==> src/verilog/mode_defs.svh <==
`ifndef MODE_DEFS_SVH
`define MODE_DEFS_SVH

// Clock and timing
`define CLK_HZ 40000000
`define LOSS_TIME_S 30
`define LOSS_CYCLES (`LOSS_TIME_S * `CLK_HZ)
`define FLASH_HALF_MS 500
`define FLASH_CYCLES (`FLASH_HALF_MS * (`CLK_HZ / 1000))

// Register byte offsets
`define ADR_MODE 8'h00
`define ADR_SESSION 8'h04
`define ADR_FORCE 8'h08
`define ADR_STATUS 8'h0C

// Mode request and readback codes
`define CODE_INIT 3'h0
`define CODE_PROGRAM 3'h1
`define CODE_RUN 3'h2
`define CODE_DBG_STOP 3'h3
`define CODE_DBG_RUN 3'h4
`define CODE_RESTORE 3'h5

// Field positions
`define SES_OPEN_BIT 0
`define SES_CLOSE_BIT 1
`define SES_REFUSED_BIT 1
`define FRC_REQ_BIT 0
`define FRC_REJECT_BIT 1
`define ST_COMM_BIT 4
`define ST_EXEC_BIT 5
`define ST_RUNLED_BIT 6
`define ST_DBGLED_BIT 7
`define ST_LOSS_BIT 8
`define ST_CLR_REFUSED_BIT 0
`define ST_CLR_REJECT_BIT 1

// Widths and reset values
`define IO_WIDTH 16
`define IO_RESET 16'h0000
`define DATA_RESET 32'h0000_0000

`endif

==> src/verilog/mode_pkg.sv <==
package mode_pkg;
  typedef enum logic [2:0] {
    MODE_INIT,
    MODE_PROGRAM,
    MODE_RUN,
    MODE_DBG_STOP,
    MODE_DBG_RUN,
    MODE_RESTORE
  } mode_e;
endpackage

==> src/verilog/loss_timer.sv <==
`timescale 1ns/1ps
`include "mode_defs.svh"

// Counts while the tool session is missing in debug; holds expired until disarmed
module loss_timer #(
  parameter int unsigned LOSS_CYCLES = `LOSS_CYCLES
)(
  input wire logic clk,
  input wire logic srst,
  input wire logic arm,
  output logic expired
);
  logic [31:0] cnt_reg;
  logic [31:0] cnt_next;

  // Count up while armed until expired, restart from zero whenever disarmed
  always_comb
  begin
    cnt_next = 32'h0000_0000;
    if (arm && !expired)
    begin
      cnt_next = cnt_reg + 32'h0000_0001;
    end
    else if (arm)
    begin
      cnt_next = cnt_reg;
    end
  end

  always_ff @(posedge clk)
  begin
    if (srst)
      cnt_reg <= 32'h0000_0000;
    else
      cnt_reg <= cnt_next;
  end

  assign expired = (cnt_reg >= (LOSS_CYCLES - 32'd1));
endmodule

==> src/verilog/indicator_drv.sv <==
`timescale 1ns/1ps
`include "mode_defs.svh"

// Drives one indicator: steady, flashing or dark
module indicator_drv #(
  parameter int unsigned FLASH_CYCLES = `FLASH_CYCLES
)(
  input wire logic clk,
  input wire logic srst,
  input wire logic steady,
  input wire logic flash,
  output logic led
);
  logic [31:0] div_reg;
  logic [31:0] div_next;
  logic phase_reg;
  logic phase_next;

  // Free-running half-period divider so all flashing indicators share a rhythm
  always_comb
  begin
    div_next = div_reg + 32'h0000_0001;
    phase_next = phase_reg;
    if (div_reg >= (FLASH_CYCLES - 32'd1))
    begin
      div_next = 32'h0000_0000;
      phase_next = !phase_reg;
    end
  end

  always_ff @(posedge clk)
  begin
    if (srst)
    begin
      div_reg <= 32'h0000_0000;
      phase_reg <= 1'b1;
    end
    else
    begin
      div_reg <= div_next;
      phase_reg <= phase_next;
    end
  end

  assign led = steady | (flash & phase_reg);
endmodule

==> src/verilog/safety_mode_ctrl.sv <==
// Decided for this implementation: the Wishbone interface to the registers and the placing of the registers.
`timescale 1ns/1ps
`include "mode_defs.svh"

module safety_mode_ctrl
  import mode_pkg::*;
#(
  parameter int unsigned LOSS_CYCLES = `LOSS_CYCLES,
  parameter int unsigned FLASH_CYCLES = `FLASH_CYCLES
)(
  input wire logic CLK,
  input wire logic SRST,
  input wire logic [7:0] WB_ADR_I,
  input wire logic [31:0] WB_DAT_I,
  output logic [31:0] WB_DAT_O,
  input wire logic WB_WE_I,
  input wire logic [3:0] WB_SEL_I,
  input wire logic WB_CYC_I,
  input wire logic WB_STB_I,
  output logic WB_ACK_O,
  input wire logic TOOL_LINK,
  input wire logic SELFTEST_DONE,
  input wire logic PROG_VALID,
  input wire logic [15:0] SAFE_IN,
  input wire logic [15:0] STD_IN,
  input wire logic [15:0] PROG_SAFE_OUT,
  input wire logic [15:0] PROG_STD_OUT,
  output logic [15:0] SAFE_IN_DATA,
  output logic [15:0] STD_IN_DATA,
  output logic [15:0] SAFE_OUT,
  output logic [15:0] STD_OUT,
  output logic [15:0] STATUS_WORD,
  output logic SELFTEST_RUN,
  output logic COMM_ACTIVE,
  output logic PROG_EXEC,
  output logic FORCE_EN,
  output logic FORCED,
  output logic COMM_START,
  output logic COMM_STOP,
  output logic VAR_INIT,
  output logic PROG_RESTART,
  output logic PROG_HALT,
  output logic FORCE_CLEAR,
  output logic NVM_ERASE_PROG,
  output logic NVM_ERASE_APP,
  output logic RUN_LED,
  output logic DBG_LED
);

  // Mode code for readback
  function automatic logic [2:0] mode_code(input mode_e m);
    case (m)
      MODE_INIT: mode_code = `CODE_INIT;
      MODE_PROGRAM: mode_code = `CODE_PROGRAM;
      MODE_RUN: mode_code = `CODE_RUN;
      MODE_DBG_STOP: mode_code = `CODE_DBG_STOP;
      MODE_DBG_RUN: mode_code = `CODE_DBG_RUN;
      default: mode_code = `CODE_RESTORE;
    endcase
  endfunction

  // True for modes that exchange process data
  function automatic logic is_live(input mode_e m);
    is_live = (m == MODE_RUN) || (m == MODE_DBG_STOP) || (m == MODE_DBG_RUN);
  endfunction

  mode_e mode_reg;
  mode_e mode_next;
  logic [6:0] act_reg;
  logic [6:0] act_next;
  logic session_reg;
  logic session_next;
  logic refused_reg;
  logic refused_next;
  logic forced_reg;
  logic forced_next;
  logic reject_reg;
  logic reject_next;
  logic ack_reg;
  logic ack_next;
  logic [31:0] dat_reg;
  logic [31:0] dat_next;
  logic [15:0] sin_reg;
  logic [15:0] sin_next;
  logic [15:0] stdin_reg;
  logic [15:0] stdin_next;
  logic [15:0] sout_reg;
  logic [15:0] sout_next;
  logic [15:0] stdout_reg;
  logic [15:0] stdout_next;
  logic [15:0] status_reg;
  logic [15:0] status_next;
  logic wr_stb;
  logic req_valid;
  logic [2:0] req_code;
  logic loss_expired;
  logic debug_mode;
  logic run_steady;
  logic run_flash;
  logic dbg_steady;
  logic dbg_flash;

  ////////////////////////////////////////////////////////////////////////////
  // Bus decode: a write lands on the edge where the master sees ack
  assign wr_stb = WB_CYC_I & WB_STB_I & WB_WE_I & ack_reg & WB_SEL_I[0];
  assign req_valid = wr_stb && (WB_ADR_I == `ADR_MODE);
  assign req_code = WB_DAT_I[2:0];
  assign debug_mode = (mode_reg == MODE_DBG_STOP) || (mode_reg == MODE_DBG_RUN);

  ////////////////////////////////////////////////////////////////////////////
  // Mode state machine; act bits: start, stop, init, restart, halt, fclr, erase
  // No host controller mode input exists; only bus requests, self-test completion and the loss timer move the mode
  always_comb
  begin
    mode_next = mode_reg;
    act_next = 7'h00;
    case (mode_reg)
      MODE_INIT:
      begin
        if (SELFTEST_DONE && PROG_VALID)
        begin
          mode_next = MODE_RUN;
          act_next = 7'h0D;
        end
        else if (SELFTEST_DONE)
          mode_next = MODE_PROGRAM;
      end
      MODE_PROGRAM:
      begin
        if (req_valid && req_code == `CODE_DBG_STOP && session_reg)
        begin
          mode_next = MODE_DBG_STOP;
          act_next = 7'h01;
        end
        else if (req_valid && req_code == `CODE_RUN && PROG_VALID)
        begin
          mode_next = MODE_RUN;
          act_next = 7'h0D;
        end
        else if (req_valid && req_code == `CODE_RESTORE)
          mode_next = MODE_RESTORE;
      end
      MODE_RUN:
      begin
        if (req_valid && req_code == `CODE_PROGRAM)
        begin
          mode_next = MODE_PROGRAM;
          act_next = 7'h56;
        end
      end
      MODE_DBG_STOP:
      begin
        if (loss_expired || (req_valid && req_code == `CODE_PROGRAM))
        begin
          mode_next = MODE_PROGRAM;
          act_next = 7'h02;
        end
        else if (req_valid && req_code == `CODE_DBG_RUN)
        begin
          mode_next = MODE_DBG_RUN;
          act_next = 7'h0C;
        end
      end
      MODE_DBG_RUN:
      begin
        if (loss_expired || (req_valid && req_code == `CODE_PROGRAM))
        begin
          mode_next = MODE_PROGRAM;
          act_next = 7'h36;
        end
        else if (req_valid && req_code == `CODE_DBG_STOP)
        begin
          mode_next = MODE_DBG_STOP;
          act_next = 7'h34;
        end
      end
      MODE_RESTORE:
      begin
        if (req_valid && req_code == `CODE_PROGRAM)
          mode_next = MODE_PROGRAM;
      end
      default:
        mode_next = MODE_INIT;
    endcase
    // Any other request code falls through above untouched
    if (mode_reg == MODE_PROGRAM && mode_next == MODE_DBG_STOP)
      act_next[6] = 1'b1;
  end

  always_ff @(posedge CLK)
  begin
    if (SRST)
    begin
      mode_reg <= MODE_INIT;
      act_reg <= 7'h00;
    end
    else
    begin
      mode_reg <= mode_next;
      act_reg <= act_next;
    end
  end

  // Action pulses, registered on the same edge as the mode change
  assign COMM_START = act_reg[0];
  assign COMM_STOP = act_reg[1];
  assign VAR_INIT = act_reg[2];
  assign PROG_RESTART = act_reg[3];
  assign PROG_HALT = act_reg[4];
  assign FORCE_CLEAR = act_reg[5];
  assign NVM_ERASE_PROG = act_reg[6] & (mode_reg == MODE_PROGRAM) & ~act_reg[0];
  assign NVM_ERASE_APP = act_reg[6] & (mode_reg == MODE_DBG_STOP);

  ////////////////////////////////////////////////////////////////////////////
  // Tool session: one owner at a time, dropped when the link goes down
  always_comb
  begin
    session_next = session_reg;
    refused_next = refused_reg;
    if (wr_stb && WB_ADR_I == `ADR_STATUS && WB_DAT_I[`ST_CLR_REFUSED_BIT])
      refused_next = 1'b0;
    if (wr_stb && WB_ADR_I == `ADR_SESSION && WB_DAT_I[`SES_CLOSE_BIT])
      session_next = 1'b0;
    else if (wr_stb && WB_ADR_I == `ADR_SESSION && WB_DAT_I[`SES_OPEN_BIT])
    begin
      if (session_reg)
        refused_next = 1'b1;
      else if (TOOL_LINK)
        session_next = 1'b1;
    end
    if (!TOOL_LINK)
      session_next = 1'b0;
  end

  always_ff @(posedge CLK)
  begin
    if (SRST)
    begin
      session_reg <= 1'b0;
      refused_reg <= 1'b0;
    end
    else
    begin
      session_reg <= session_next;
      refused_reg <= refused_next;
    end
  end

  // Fallback timer runs only while debug has no tool behind it
  loss_timer #(
    .LOSS_CYCLES(LOSS_CYCLES)
  ) u_loss (
    .clk(CLK),
    .srst(SRST),
    .arm(debug_mode & ~session_reg),
    .expired(loss_expired)
  );

  ////////////////////////////////////////////////////////////////////////////
  // Forced refreshing; a forced variable may never survive leaving debug
  always_comb
  begin
    forced_next = forced_reg;
    reject_next = reject_reg;
    if (wr_stb && WB_ADR_I == `ADR_STATUS && WB_DAT_I[`ST_CLR_REJECT_BIT])
      reject_next = 1'b0;
    if (wr_stb && WB_ADR_I == `ADR_FORCE)
    begin
      if (debug_mode)
        forced_next = WB_DAT_I[`FRC_REQ_BIT];
      else if (WB_DAT_I[`FRC_REQ_BIT])
        reject_next = 1'b1;
    end
    if (act_next[5] || !is_live(mode_next))
      forced_next = 1'b0;
  end

  always_ff @(posedge CLK)
  begin
    if (SRST)
    begin
      forced_reg <= 1'b0;
      reject_reg <= 1'b0;
    end
    else
    begin
      forced_reg <= forced_next;
      reject_reg <= reject_next;
    end
  end

  ////////////////////////////////////////////////////////////////////////////
  // Process data and status handling per mode
  always_comb
  begin
    sin_next = `IO_RESET;
    stdin_next = `IO_RESET;
    sout_next = `IO_RESET;
    stdout_next = `IO_RESET;
    status_next = `IO_RESET;
    if (is_live(mode_reg))
    begin
      sin_next = SAFE_IN;
      stdin_next = STD_IN;
      sout_next = PROG_SAFE_OUT;
      stdout_next = PROG_STD_OUT;
    end
    if (is_live(mode_reg) || mode_reg == MODE_PROGRAM)
    begin
      status_next = 16'h0000;
      status_next[2:0] = mode_code(mode_reg);
      status_next[`ST_COMM_BIT] = is_live(mode_reg);
      status_next[`ST_EXEC_BIT] = PROG_EXEC;
      status_next[`ST_RUNLED_BIT] = run_steady;
      status_next[`ST_DBGLED_BIT] = dbg_steady;
      status_next[`ST_LOSS_BIT] = debug_mode & ~session_reg;
    end
  end

  always_ff @(posedge CLK)
  begin
    if (SRST)
    begin
      sin_reg <= `IO_RESET;
      stdin_reg <= `IO_RESET;
      sout_reg <= `IO_RESET;
      stdout_reg <= `IO_RESET;
      status_reg <= `IO_RESET;
    end
    else
    begin
      sin_reg <= sin_next;
      stdin_reg <= stdin_next;
      sout_reg <= sout_next;
      stdout_reg <= stdout_next;
      status_reg <= status_next;
    end
  end

  assign SAFE_IN_DATA = sin_reg;
  assign STD_IN_DATA = stdin_reg;
  assign SAFE_OUT = sout_reg;
  assign STD_OUT = stdout_reg;
  assign STATUS_WORD = status_reg;

  ////////////////////////////////////////////////////////////////////////////
  // Mode decoding for execution and indicators
  assign SELFTEST_RUN = (mode_reg == MODE_INIT);
  assign COMM_ACTIVE = is_live(mode_reg);
  assign PROG_EXEC = (mode_reg == MODE_RUN) || (mode_reg == MODE_DBG_RUN);
  assign FORCE_EN = debug_mode;
  assign FORCED = forced_reg;
  assign run_steady = PROG_EXEC;
  assign run_flash = (mode_reg == MODE_INIT) || (mode_reg == MODE_RESTORE);
  assign dbg_steady = debug_mode;
  assign dbg_flash = (mode_reg == MODE_RESTORE);

  indicator_drv #(
    .FLASH_CYCLES(FLASH_CYCLES)
  ) u_run_led (
    .clk(CLK),
    .srst(SRST),
    .steady(run_steady),
    .flash(run_flash),
    .led(RUN_LED)
  );

  indicator_drv #(
    .FLASH_CYCLES(FLASH_CYCLES)
  ) u_dbg_led (
    .clk(CLK),
    .srst(SRST),
    .steady(dbg_steady),
    .flash(dbg_flash),
    .led(DBG_LED)
  );

  ////////////////////////////////////////////////////////////////////////////
  // Wishbone slave: ack one cycle after the strobe, unmapped reads give zero
  always_comb
  begin
    ack_next = WB_CYC_I & WB_STB_I & ~ack_reg;
    dat_next = dat_reg;
    if (ack_next)
    begin
      dat_next = `DATA_RESET;
      case (WB_ADR_I)
        `ADR_MODE: dat_next[2:0] = mode_code(mode_reg);
        `ADR_SESSION:
        begin
          dat_next[`SES_OPEN_BIT] = session_reg;
          dat_next[`SES_REFUSED_BIT] = refused_reg;
        end
        `ADR_FORCE:
        begin
          dat_next[`FRC_REQ_BIT] = forced_reg;
          dat_next[`FRC_REJECT_BIT] = reject_reg;
        end
        `ADR_STATUS:
        begin
          dat_next[2:0] = mode_code(mode_reg);
          dat_next[`ST_COMM_BIT] = COMM_ACTIVE;
          dat_next[`ST_EXEC_BIT] = PROG_EXEC;
          dat_next[`ST_RUNLED_BIT] = RUN_LED;
          dat_next[`ST_DBGLED_BIT] = DBG_LED;
          dat_next[`ST_LOSS_BIT] = debug_mode & ~session_reg;
        end
        default: dat_next = `DATA_RESET;
      endcase
    end
  end

  always_ff @(posedge CLK)
  begin
    if (SRST)
    begin
      ack_reg <= 1'b0;
      dat_reg <= `DATA_RESET;
    end
    else
    begin
      ack_reg <= ack_next;
      dat_reg <= dat_next;
    end
  end

  assign WB_ACK_O = ack_reg;
  assign WB_DAT_O = dat_reg;
endmodule

==> config.mk <==
export PLATFORM = sky130hd
export DESIGN_NAME = safety_mode_ctrl
export DESIGN_NICKNAME = d
export VERILOG_FILES = /design/src/verilog/mode_pkg.sv /design/src/verilog/loss_timer.sv /design/src/verilog/indicator_drv.sv /design/src/verilog/safety_mode_ctrl.sv
export VERILOG_INCLUDE_DIRS = /design/src /design/src/verilog
export SDC_FILE = /design/constraint.sdc
export NUM_CORES = 1
export LEC_CHECK = 0
export BUFFER_PORTS_ARGS = -buffer_cell sky130_fd_sc_hd__buf_4
export CORE_ASPECT_RATIO = 1.75
export CORE_MARGIN = 10
export CORE_UTILIZATION = 51
export DETAILED_ROUTE_END_ITERATION = 6
export GPL_TIMING_DRIVEN = 0
export PLACE_DENSITY = 0.9
export SLEW_MARGIN = 30
export SYNTH_ARGS = -nofsm -noshare
export SYNTH_HDL_FRONTEND = slang
export SYNTH_SLANG_ARGS = --single-unit
==> constraint.sdc <==
create_clock -name CLK -period 2.79 [get_ports CLK]
set_input_delay 0.558 -clock CLK [delete_from_list [all_inputs] [get_ports CLK]]
set_output_delay 0.558 -clock CLK [all_outputs]
set_load 0.02 [all_outputs]
==> results.yml <==
outcome:
  status: "finished, violations left"
  violations: "design-rule violations"
clock_network:
  path_clk_slew_ns: 0.08
  clkSinkCount: 192
  postCtsSetupRepairBufs: 0
  cts_root_buf: "clkbuf_16"
  clock_path_buffers: 2
  cts_resized: 0
  clock_latency_ns: 0.43
  cts_tree: "yes"
  h-tree-depth: 4
  hold_buffers: 0
  tritoncts.num_buffers: 17
pwr:
  p_sw_mw: 1.52
  vdd_drop_max_mv: 0.567
  p_int_mw: 4.25
  p_seq_share_pct: 48.9
  comb_power_share_pct: 8.5
  p_per_area_nw_per_um2: 574
  swShare_pct: 26.4
  p_total_mw: 5.77
  clock_power_share_pct: 42.6
  p_leak_nw: 4.28
sta:
  slew_headroom_pct: 50.6
  worstMarginPinSlew_ns: 0.735
  finalWorstSetupSlack_ns: 0.155
  hold_violations: 0
  final.period_utilization_pct: 94.4
  setup_viol: 0
  whs_ns: 0.316
  slew_violations: 0
  max_freq_ghz: 0.380
  rsz0062_at_grt: "false"
  fin_crit_ns: 2.63
  finalSetupTns_ns: 0
  finClkSkew_ns: 0.0162
die:
  die_w_um: 113
  die_h_um: 183
  ioPinCount: 244
  start_util_pct: 52.0
  core-area_um2: 14800
  rows: 59
  die_area_um2: 20600
yosys:
  avgSynthCellArea_um2: 9.28
  synth_seq_cells: 192
  ys.flop_type: "dfxtp_1"
  seq_area_frac_synth_pct: 49.8
  synth_cell_type_count: 69
  netlist_area_um2: 7710
  async_flop_share_pct: 0
  netlist_instances: 831
  synth_edf_count: 0
  ys_warn_count: 0
place:
  dpl_cell_area_um2: 9440
  dp_hpwl_um: 16700
  portBuffers: 177
  place.gp.congestion: 0.902
  dp_cells: 1236
  pre_cts_ws_ns: 0.247
final_layout:
  drive_above_1_share_pct: 25.4
  design_area_um2: 10100
  regArea_um2: 3840
  antenna_cells: 0
  multi_input_area_um2: 3610
  area_growth_pct: 30.3
  final_core_util_pct: 67.8
  nFillCells: 1092
  nNetsFinal: 1191
  finalNonFillerCells: 1268
grt:
  antenna_found_initial: 0
  grt_max_degree: 22
  grt_usage_pct: 20.6
  grt_pass1_vias: 6991
  grt.overflow.total: 0
  grt_pass1_wl_um: 34900
detailed_routing:
  num_vias: 6716
  vias_per_cell: 5.30
  dr.pass1.iters: 7
  drt-total-wl_um: 21800
  wl_per_cell_um: 17.2
  drcViolationCount: 2
  drt_iter0_drc: 332
  drtAntennaViolNets: 0
worst_setup_path:
  crit_required_ns: 2.23
  start_kind: "flip-flop"
  cp.arrival_ns: 2.08
  cp_max_fo: 10
  worst-setup-path-type: "flip-flop to output pin"
  crit_path_end_kind: "output pin"
hold_path:
  hold_class: "input pin to flip-flop"
run:
  max-cap-violations: 0
## cells in the final DEF, fill, tap and decap left out, types with 8 or more instances in the layout
cell type  instances
xor2_1            51
dfxtp_1          192
conb_1            46
nand3_1           44
inv_1             11
nor2_1           110
and4_1            14
and3_1            20
clkbuf_16         17
xnor2_1           19
buf_2              8
o21ai_0            8
a21oi_1           16
nand2_1           55
and2_1            74
buf_4            213
clkbuf_1          18
nand4_1           32
nor3_1            20
## power groups by stage
| stage | registers [mW] | logic (mW) | clock network (mW) |
|---|---|---|---|
| after global placement | 2.88 | 0.478 | 0 |
| after detailed placement | 2.88 | 0.485 | 0 |
| after floorplan | 2.93 | 0.209 | 0 |
| final | 2.82 | 0.492 | 2.46 |
| after global routing | 2.83 | 0.529 | 2.59 |
| after CTS | 2.82 | 0.489 | 2.47 |
## cells in the mapped netlist, types with 3 or more instances
| library cell | n | area (µm²) |
|---|---|---|
| xor2_1 | 51 | 447 |
| dfxtp_1 | 192 | 3840 |
| nor4_1 | 7 | 43.8 |
| nand2b_1 | 4 | 25.0 |
| or4_1 | 7 | 52.6 |
| a211oi_1 | 3 | 22.5 |
| nor2b_1 | 5 | 31.3 |
| a31oi_1 | 3 | 18.8 |
| nor2_1 | 110 | 413 |
| nand3_1 | 44 | 220 |
| and2_1 | 74 | 463 |
| o41ai_1 | 3 | 26.3 |
| clkbuf_1 | 18 | 67.6 |
| and4_1 | 14 | 123 |
| ha_1 | 3 | 37.5 |
| inv_1 | 11 | 41.3 |
| nor3_1 | 20 | 100 |
| nand2_1 | 55 | 206 |
| mux2i_1 | 4 | 40.0 |
| xnor2_1 | 19 | 166 |
| nand4_1 | 32 | 200 |
| a22oi_1 | 4 | 30.0 |
| o21ai_0 | 8 | 40.0 |
| buf_4 | 36 | 270 |
| and3_1 | 20 | 125 |
| or2_2 | 3 | 18.8 |
| o21a_1 | 3 | 22.5 |
| buf_2 | 8 | 40.0 |
| a21oi_1 | 16 | 80.1 |
| o211ai_1 | 5 | 37.5 |
## kinds of logic (layout without fill, tap and decap cells)
logic type | Yosys count | count (layout) | share of synthesized area (%)
buffers and inverters | 76 | 285 | 5.58
xor gates and xnor gates | 70 | 70 | 7.95
DFF | 192 | 192 | 49.8
other | 1 | 46 | 0.0486
AOI/OAI and AO/OA | 70 | 70 | 6.78
and+or+nand+nor | 415 | 415 | 28.8
muxes | 4 | 4 | 0.519
adders and majority gates | 3 | 3 | 0.487
## routing by layer
layer	vias up	track usage, %	part of all wire [%]
li1	3242	-	-
met1	3125	19.6	34
met2	292	39.5	56
met3	57	6.24	7.7
met4	0	8.10	2.5
met5	-	0	0
## critical path, cell delays in order (launching register included)
cell and delay, ns:
dfxtp_1 0.38, buf_2 0.24, inv_2 0.10, or3_1 0.42, nor3b_1 0.31, buf_4 0.21
## final timing paths
| check | startpoint | endpoint | slack (ns) | depth (start not counted) |
|---|---|---|---|---|
| worst max-delay path | mode_reg[0] | NVM_ERASE_PROG | 0.16 | 5 |
| worst min-delay path | PROG_SAFE_OUT[12] | SAFE_OUT[12] | 0.32 | 2 |
| worst max register to register | u_run_led.div_reg[0] | u_run_led.div_reg[17] | 0.25 | 8 |
| worst min register to register | refused_reg | refused_reg | 0.48 | 2 |
## final cells by class
type	instances	share of cell area [%]
Tap cell	183	2.28
Buffer	64	3.83
Sequential cell	192	38.2
Inverter	12	0.448
Timing Repair Buffer	177	13.2
Clock buffer	17	4.23
Multi-Input combinational cell	608	35.9
Clock inverter	15	1.88
No activity file was read; power rests on OpenSTA's default activity.
